`src/ctxs_pkg.sv`:
```
package ctxs_pkg;
   localparam int ADDR_W = 12;
   localparam int DATA_W = 8;
   // opcode match fields
   localparam logic [6:0] OPC_TST = 7'h33;
   localparam logic [7:0] OPC_XORL = 8'h0A;
   localparam logic [5:0] OPC_XORF = 6'h06;
   localparam logic [6:0] OPC_PTR = 7'h74;
   localparam logic [7:0] OPC_PUSH = 8'hEA;
   localparam logic [7:0] OPC_MOVS = 8'hEB;
   localparam logic [15:0] OPC_CALL_VIA_ACCUMULATOR = 16'h0014;
   localparam logic [3:0] WORD2_TAG = 4'hF;
   // addressing
   localparam logic [7:0] IDX_LIMIT = 8'h5F;
   localparam logic [1:0] SEL_FRAME = 2'h3;
   localparam logic [1:0] IDX_FRAME = 2'h2;
   localparam logic [3:0] ACC_LOW_BANK = 4'h0;
   localparam logic [3:0] ACC_HIGH_BANK = 4'hF;
   // reset values
   localparam logic [ADDR_W-1:0] PTR_RST = 12'h000;
   localparam logic [DATA_W-1:0] ACC_RST = 8'h00;
   localparam logic EXT_RST = 1'b1;

   typedef enum logic [3:0] {
      PH_Q1 = 4'h1,
      PH_Q2 = 4'h2,
      PH_Q3 = 4'h4,
      PH_Q4 = 4'h8
   } ctxs_phase_t;

   typedef logic [2:0][ADDR_W-1:0] ctxs_ptrs_t;

   typedef struct packed {
      logic [ADDR_W-1:0] addr;
      logic we;
      logic [DATA_W-1:0] wdata;
   } ctxs_file_t;

   typedef struct packed {
      ctxs_phase_t ph;
      logic [15:0] ir;
      logic kill;
      logic skipNext;
      logic flushNext;
      logic movePend;
      logic moveToIdx;
      logic [DATA_W-1:0] moveData;
      logic [DATA_W-1:0] accum;
      ctxs_ptrs_t indirect_pointer_register;
      logic flagN;
      logic flagZ;
      ctxs_file_t file;
      logic retPulse;
      logic callPulse;
      logic foreign;
      logic extEn;
   } ctxs_state_t;

   localparam ctxs_state_t STATE_RST = '{ph: PH_Q1, accum: ACC_RST,
      indirect_pointer_register: {PTR_RST, PTR_RST, PTR_RST}, extEn: EXT_RST, default: '0};

   // file operand address: banked, shared bank or frame-indexed
   function automatic logic [ADDR_W-1:0] fileAddrOf(input logic [7:0] f, input logic a,
         input logic [3:0] bank_select_register, input logic [ADDR_W-1:0] frame, input logic ext);
      if (a)
         return {bank_select_register, f};
      else if (ext && (f <= IDX_LIMIT))
         return frame + {4'h0, f};
      else
         return {(f > IDX_LIMIT) ? ACC_HIGH_BANK : ACC_LOW_BANK, f};
   endfunction
endpackage

```
`src/ctxs_decode.sv`:
```
`timescale 1ns/1ps
module ctxs_decode
   import ctxs_pkg::*;
(
   input wire logic mclk,
   input wire logic arst_n,
   input wire logic extCfg,
   input wire logic [15:0] instrWord,
   input wire logic instrLong,
   input wire logic [3:0] bankSel,
   input wire logic [DATA_W-1:0] fileRdData,
   output logic instrTake,
   output ctxs_file_t fileReq,
   output logic [DATA_W-1:0] accum,
   output ctxs_ptrs_t pointers,
   output logic flagN,
   output logic flagZ,
   output logic returnToTos,
   output logic callViaAcc,
   output logic foreignOp,
   output logic extActive
);
   ctxs_state_t s_q;
   ctxs_state_t s_d;
   logic rstMeta_q;
   logic rstSyncN_q;
   logic extMeta_q;
   logic extSync_q;
   logic exec;
   logic opTst, opXorl, opXorf, opPtr, opCallw, opPush, opMovs;
   logic [DATA_W-1:0] res;
   logic updNz;
   logic [1:0] ptrIdx;
   logic [ADDR_W-1:0] ptrStep;
   logic [ADDR_W-1:0] frameNow;
   logic [DATA_W-1:0] irLit;

   // reset release through two flops
   always_ff @(posedge mclk or negedge arst_n) begin
      if (!arst_n) begin
         rstMeta_q <= 1'b0;
         rstSyncN_q <= 1'b0;
      end else begin
         rstMeta_q <= 1'b1;
         rstSyncN_q <= rstMeta_q;
      end
   end

   // config bit synchroniser, free running so it is settled when reset lifts
   always_ff @(posedge mclk) begin
      extMeta_q <= extCfg;
      extSync_q <= extMeta_q;
   end

   // decode of the held instruction word
   assign exec = (s_q.ph == PH_Q3) && !s_q.kill && !s_q.movePend;
   assign opTst = s_q.ir[15:9] == OPC_TST;
   assign opXorl = s_q.ir[15:8] == OPC_XORL;
   assign opXorf = s_q.ir[15:10] == OPC_XORF;
   assign opPtr = s_q.ir[15:9] == OPC_PTR;
   assign opCallw = s_q.ir == OPC_CALL_VIA_ACCUMULATOR;
   assign opPush = s_q.ir[15:8] == OPC_PUSH;
   assign opMovs = s_q.ir[15:8] == OPC_MOVS;
   assign ptrIdx = (s_q.ir[7:6] == SEL_FRAME) ? IDX_FRAME : s_q.ir[7:6];
   assign ptrStep = {6'h00, s_q.ir[5:0]};
   assign frameNow = s_q.indirect_pointer_register[IDX_FRAME];
   assign irLit = s_q.ir[7:0];

   // phase sequencer and execution
   always_comb begin
      s_d = s_q;
      res = '0;
      updNz = 1'b0;
      s_d.file.we = 1'b0;
      s_d.retPulse = 1'b0;
      s_d.callPulse = 1'b0;
      s_d.foreign = 1'b0;
      unique case (s_q.ph)
         PH_Q1: begin
            s_d.ph = PH_Q2;
            s_d.ir = instrWord;
            s_d.extEn = extSync_q;
            s_d.kill = s_q.skipNext | s_q.flushNext;
            // long skipped word costs one more
            s_d.skipNext = s_q.skipNext & (instrLong | (instrWord[15:8] == OPC_MOVS));
            s_d.flushNext = 1'b0;
            if (s_q.movePend) begin
               s_d.file.addr = s_q.moveToIdx ?
                  s_q.indirect_pointer_register[IDX_FRAME] + {5'h00, instrWord[6:0]} : instrWord[11:0];
            end else if (extSync_q && (instrWord[15:8] == OPC_PUSH)) begin
               s_d.file.addr = s_q.indirect_pointer_register[IDX_FRAME];
            end else if (extSync_q && (instrWord[15:8] == OPC_MOVS)) begin
               s_d.file.addr = s_q.indirect_pointer_register[IDX_FRAME] + {5'h00, instrWord[6:0]};
            end else begin
               s_d.file.addr = fileAddrOf(instrWord[7:0], instrWord[8], bankSel,
                  s_q.indirect_pointer_register[IDX_FRAME], extSync_q);
            end
         end
         PH_Q2: begin
            s_d.ph = PH_Q3;
         end
         PH_Q3: begin
            s_d.ph = PH_Q4;
            if (s_q.movePend && !s_q.kill) begin
               s_d.movePend = 1'b0;
               if (s_q.ir[15:12] == WORD2_TAG) begin
                  s_d.file.we = 1'b1;
                  s_d.file.wdata = s_q.moveData;
               end else begin
                  s_d.foreign = 1'b1;
               end
            end else if (exec) begin
               if (opTst) begin
                  s_d.skipNext = (fileRdData == 8'h00);
               end else if (opXorl) begin
                  res = s_q.accum ^ s_q.ir[7:0];
                  s_d.accum = res;
                  updNz = 1'b1;
               end else if (opXorf) begin
                  res = s_q.accum ^ fileRdData;
                  updNz = 1'b1;
                  if (s_q.ir[9]) begin
                     s_d.file.we = 1'b1;
                     s_d.file.wdata = res;
                  end else begin
                     s_d.accum = res;
                  end
               end else if (s_q.extEn && opPtr) begin
                  s_d.indirect_pointer_register[ptrIdx] = s_q.ir[8] ? s_q.indirect_pointer_register[ptrIdx] - ptrStep
                     : s_q.indirect_pointer_register[ptrIdx] + ptrStep;
                  if (s_q.ir[7:6] == SEL_FRAME) begin
                     s_d.retPulse = 1'b1;
                     s_d.flushNext = 1'b1;
                  end
               end else if (s_q.extEn && opCallw) begin
                  s_d.callPulse = 1'b1;
                  s_d.flushNext = 1'b1;
               end else if (s_q.extEn && opPush) begin
                  s_d.file.we = 1'b1;
                  s_d.file.wdata = s_q.ir[7:0];
                  s_d.indirect_pointer_register[IDX_FRAME] = s_q.indirect_pointer_register[IDX_FRAME] - 12'h001;
               end else if (s_q.extEn && opMovs) begin
                  // hold source byte for word two
                  s_d.moveData = fileRdData;
                  s_d.moveToIdx = s_q.ir[7];
                  s_d.movePend = 1'b1;
               end else begin
                  s_d.foreign = 1'b1;
               end
               if (updNz) begin
                  s_d.flagN = res[7];
                  s_d.flagZ = (res == 8'h00);
               end
            end
         end
         PH_Q4: begin
            s_d.ph = PH_Q1;
         end
         default: begin
            s_d.ph = PH_Q1;
         end
      endcase
   end

   // state register
   always_ff @(posedge mclk or negedge rstSyncN_q) begin
      if (!rstSyncN_q)
         s_q <= STATE_RST;
      else
         s_q <= s_d;
   end

   // outputs straight from state
   assign instrTake = s_q.ph[0];
   assign fileReq = s_q.file;
   assign accum = s_q.accum;
   assign pointers = s_q.indirect_pointer_register;
   assign flagN = s_q.flagN;
   assign flagZ = s_q.flagZ;
   assign returnToTos = s_q.retPulse;
   assign callViaAcc = s_q.callPulse;
   assign foreignOp = s_q.foreign;
   assign extActive = s_q.extEn;
endmodule

```
`config.mk`:
```
export PLATFORM = sky130hd
export DESIGN_NAME = ctxs_decode
export DESIGN_NICKNAME = d
export VERILOG_FILES = /design/src/ctxs_pkg.sv /design/src/ctxs_decode.sv
export SDC_FILE = /design/constraint.sdc
export NUM_CORES = 1
export LEC_CHECK = 0
export ABC_AREA = 0
export BUFFER_PORTS_ARGS = -buffer_cell sky130_fd_sc_hd__buf_2
export CAP_MARGIN = 30
export CORE_UTILIZATION = 30
export DETAILED_ROUTE_END_ITERATION = 10
export HOLD_SLACK_MARGIN = 0.06
export PLACE_DENSITY = 0.45
export SKIP_LAST_GASP = 1
export SLEW_MARGIN = 20
export SYNTH_ARGS = -nofsm -noshare
export SYNTH_HDL_FRONTEND = slang
export SYNTH_SLANG_ARGS = --single-unit
```
`constraint.sdc`:
```
create_clock -name mclk -period 3 [get_ports mclk]
set_input_delay 0.6 -clock mclk [delete_from_list [all_inputs] [get_ports mclk]]
set_output_delay 0.6 -clock mclk [all_outputs]
set_load 0.03 [all_outputs]
```
==> impl_metrics.ini <==
[drt]
routedWlPerCell_um = 19.27
detailedRoute.firstIterationViolations = 400
first_pass_iters = 5
route.antenna.remaining_nets = 0
via_count = 6559
drc_errors = 0
post_drt_via_cell_ratio = 5.169
detail_route.wirelength_mm = 24.45

[hold_path]
timing.hold.worst_path_depth = 0
hp-start = extMeta_q
hold_end = extSync_q
worstHoldPathType = reg -> reg

[place]
dp_hpwl_mm = 18.64
buffer_ports.inserted = 103
global_placer_s_final_weighted_congestion = 0.8749

[final_layout]
number_of_fillers_in_the_final_layout = 2646
drive_gt1_share_pct = 26.52
area_growth_syn_to_layout_pct = 15.62
area.sequential_um2 = 2699
num_antenna_cells = 0
layout_common_cells = nand2_1 (104), dfrtp_1 (103), buf_2 (103)
multi_input_area_um2 = 4262
layout_commonest_cell = nand2_1
finalNetCount = 989

[sta]
final.setup.tns_ps = 0
hold_violations = 0
setup_viol = 0
period_share_pct = 95.61
worst_slew_margin_rel_pct = 36.34
worstMarginPinSlew_ps = 948.6
fmax_mhz = 348.6
period_needed_ps = 2868
rsz0062_at_grt = no
clock_skew_ps = 17.48
slew_violations = 0

[critical_path]
critPathCaptureType = flop
regToRegStartpoint = irLit[1]
crit_cells = 14
cp_startpoint_kind = flop
cp_top_family = compound AO/OA/AOI/OAI gates
crit_path_top_delay_cell = dfrtp_1
worstPathCellList = inv_2, ha_4, nand2b_4, nor2_2, buf_4, a21o_1, ha_1, a21o_1, a31o_2, or3_1, o21ai_2, buf_4, xor2_1, mux2_4
cp_num_buf_inv = 3
critical_path_class = reg -> reg
critical-path-max-stage-delay_ps = 400
r2r_slack_ps = 130
cp_data_required_time_ps = 3250
worstPathMaxFanout = 3
worst_r2r_path_depth = 14
cp.arrival_ps = 3120

[logic_synthesis]
syn-mean-instance-area_um2 = 8.890
synthesis.instances = 862
synthesis.area_um2 = 7664
yosys_most_used_dff = dfrtp_1
yosysSeqAreaShare_pct = 35.17
synth_edf_count = 0
ys_seq_elements = 108
synth_async_sr_flop_share_pct = 98.15
number_of_nets_in_the_synthesized_netlist = 917
synthDistinctLibCells = 82
yosys_warning_count = 0

[die]
floorplan.rows = 58
dieHeight_um = 161.8
die-width_um = 161.8
core_um2 = 25110
initial_utilization_pct = 30.52
top_level_ports = 104
fp.dieArea_um2 = 26190

[global_route]
global_route.overflow_total = 0
first_global_vias = 6398
antenna_violations_before_repair = 0
global_route.usage.total_pct = 18.89
global_route_wire_length_before_repair_mm = 37.91
grt_start_max_net_pins = 39

[clock_tree]
path_clk_slew_ps = 80
tritoncts_clock_tree = built
clock_sink_count = 108
cell_at_the_root_of_the_clock_tree = clkbuf_16
clkLatencyLatePin_ps = 360
clock_path_buffers = 2
htree_num_levels = 3
cts_buffers = 9

[power_and_ir_drop]
power.ir.vdd_worst_mv = 0.2217
static-leakage-power_nw = 4.047
report.power.total_mw = 3.529
powerDensity_nw_per_um2 = 398.2

[run]
cap_viol_max_count = 0

[outcome]
run_status = finished, final reports clean
-- kinds of logic after synthesis --
group           count (synthesis)  share of synthesized area [%]
compound gates                205                          17.53
xor+xnor                       47                          5.371
fa+ha+maj                      23                          3.951
buf+inv                       131                          9.926
flops                         108                          35.17
mux                            64                          9.143
other cells                     1                        0.04893
simple gates                  283                          18.86
-- stage by stage --
stage / cells / hold WS [ps] / setup slack, ps / area [um^2] / util (%)
3_5_place_dp: 1250 / 321.5 / -9.384 / 8453 / 33.67
5_1_grt: 1269 / 337.1 / 14.80 / 8861 / 35.29
6_report: 1269 / 333.4 / 131.6 / 8861 / 35.29
2_1_floorplan: 862 / 304.4 / 33.25 / 7670 / -
4_1_cts: 1267 / 334.4 / 24.18 / 8798 / 35.04
3_3_place_gp: 1250 / 320.7 / 3.583 / 8453 / 33.67
-- power by group --
part           total [mW]  internal (mW)  switching (mW)
logic               0.606          0.237           0.369
registers            1.59           1.52          0.0764
clock network        1.33          0.682           0.647
-- how the worst max path moves through the flow --
stage / endpoint / startpoint / slack [ps]
after detailed placement: flop / irLit[2] / -9
after CTS: flop / irLit[1] / 20
after global placement: flop / irLit[0] / 4
final: flop / irLit[1] / 130
after floorplan: flop / irLit[7] / 30
after global routing: flop / irLit[3] / 10
-- synth_stat cells (3+ instances only) --
master     count  area [um^2]
nor3b_1        4        30.03
nor2b_1        5        31.28
mux2_2        32        360.4
nor3_1        19        95.09
a22o_1         5        43.79
nand3_1       15        75.07
a211o_1        8        70.07
nand2b_1       9        56.30
buf_1          4        15.01
dfrtp_1      104         2603
inv_1         22        82.58
o311ai_0       3        26.28
and4b_1        4        40.04
a211oi_1       5        37.54
a21oi_1       29        145.1
nand4_1        8        50.05
o21ai_0       69        345.3
xor2_1        18        157.7
or3_1          6        37.54
a31oi_1        8        50.05
xnor2_1       29        254.0
nand3b_1       4        30.03
nand2_1      104        390.4
a21o_1        13        97.59
nand4b_1       3        26.28
and3_1         4        25.02
o22ai_1        4        25.02
buf_4         65        488.0
nor4_1        10        62.56
o221ai_1       4        35.03
clkbuf_1      33        123.9
nor2_1        67        251.5
o21a_1        10        75.07
buf_6          3        33.78
o211ai_1      10        75.07
a2bb2oi_1      3        26.28
mux2_4         4        60.06
ha_1          21        262.8
mux2i_1       28        280.3
o31ai_1        4        30.03
o2111ai_1      5        43.79
-- final cells by class --
class	instances	share of cell area, %
well taps	330	4.660
repair buffers	168	12.06
flip-flops and latches	108	30.46
clock buffers	9	2.542
multi-input cells	623	48.09
clock inverters	7	1.172
inverters	24	1.017
-- repair_timing --
action / in CTS / in global routing
gates resized for setup: 2 / 9
gates cloned: 0 / 0
hold endpoints to repair: 2 / 0
pin swaps: 0 / 3
hold buffers: 1 / 0
endpoints found under the setup margin: 3 / 12
buffers inserted: 0 / 2
-- metal layers --
metal	up-vias	wire length (um)	track usage, %
met5	-	0	0
met4	0	333	5.317
met3	21	832	1.915
met2	158	11390	30.39
met1	3203	11900	26.75
li1	3177	-	-
Note: power is estimated with default switching activity, not from simulation.
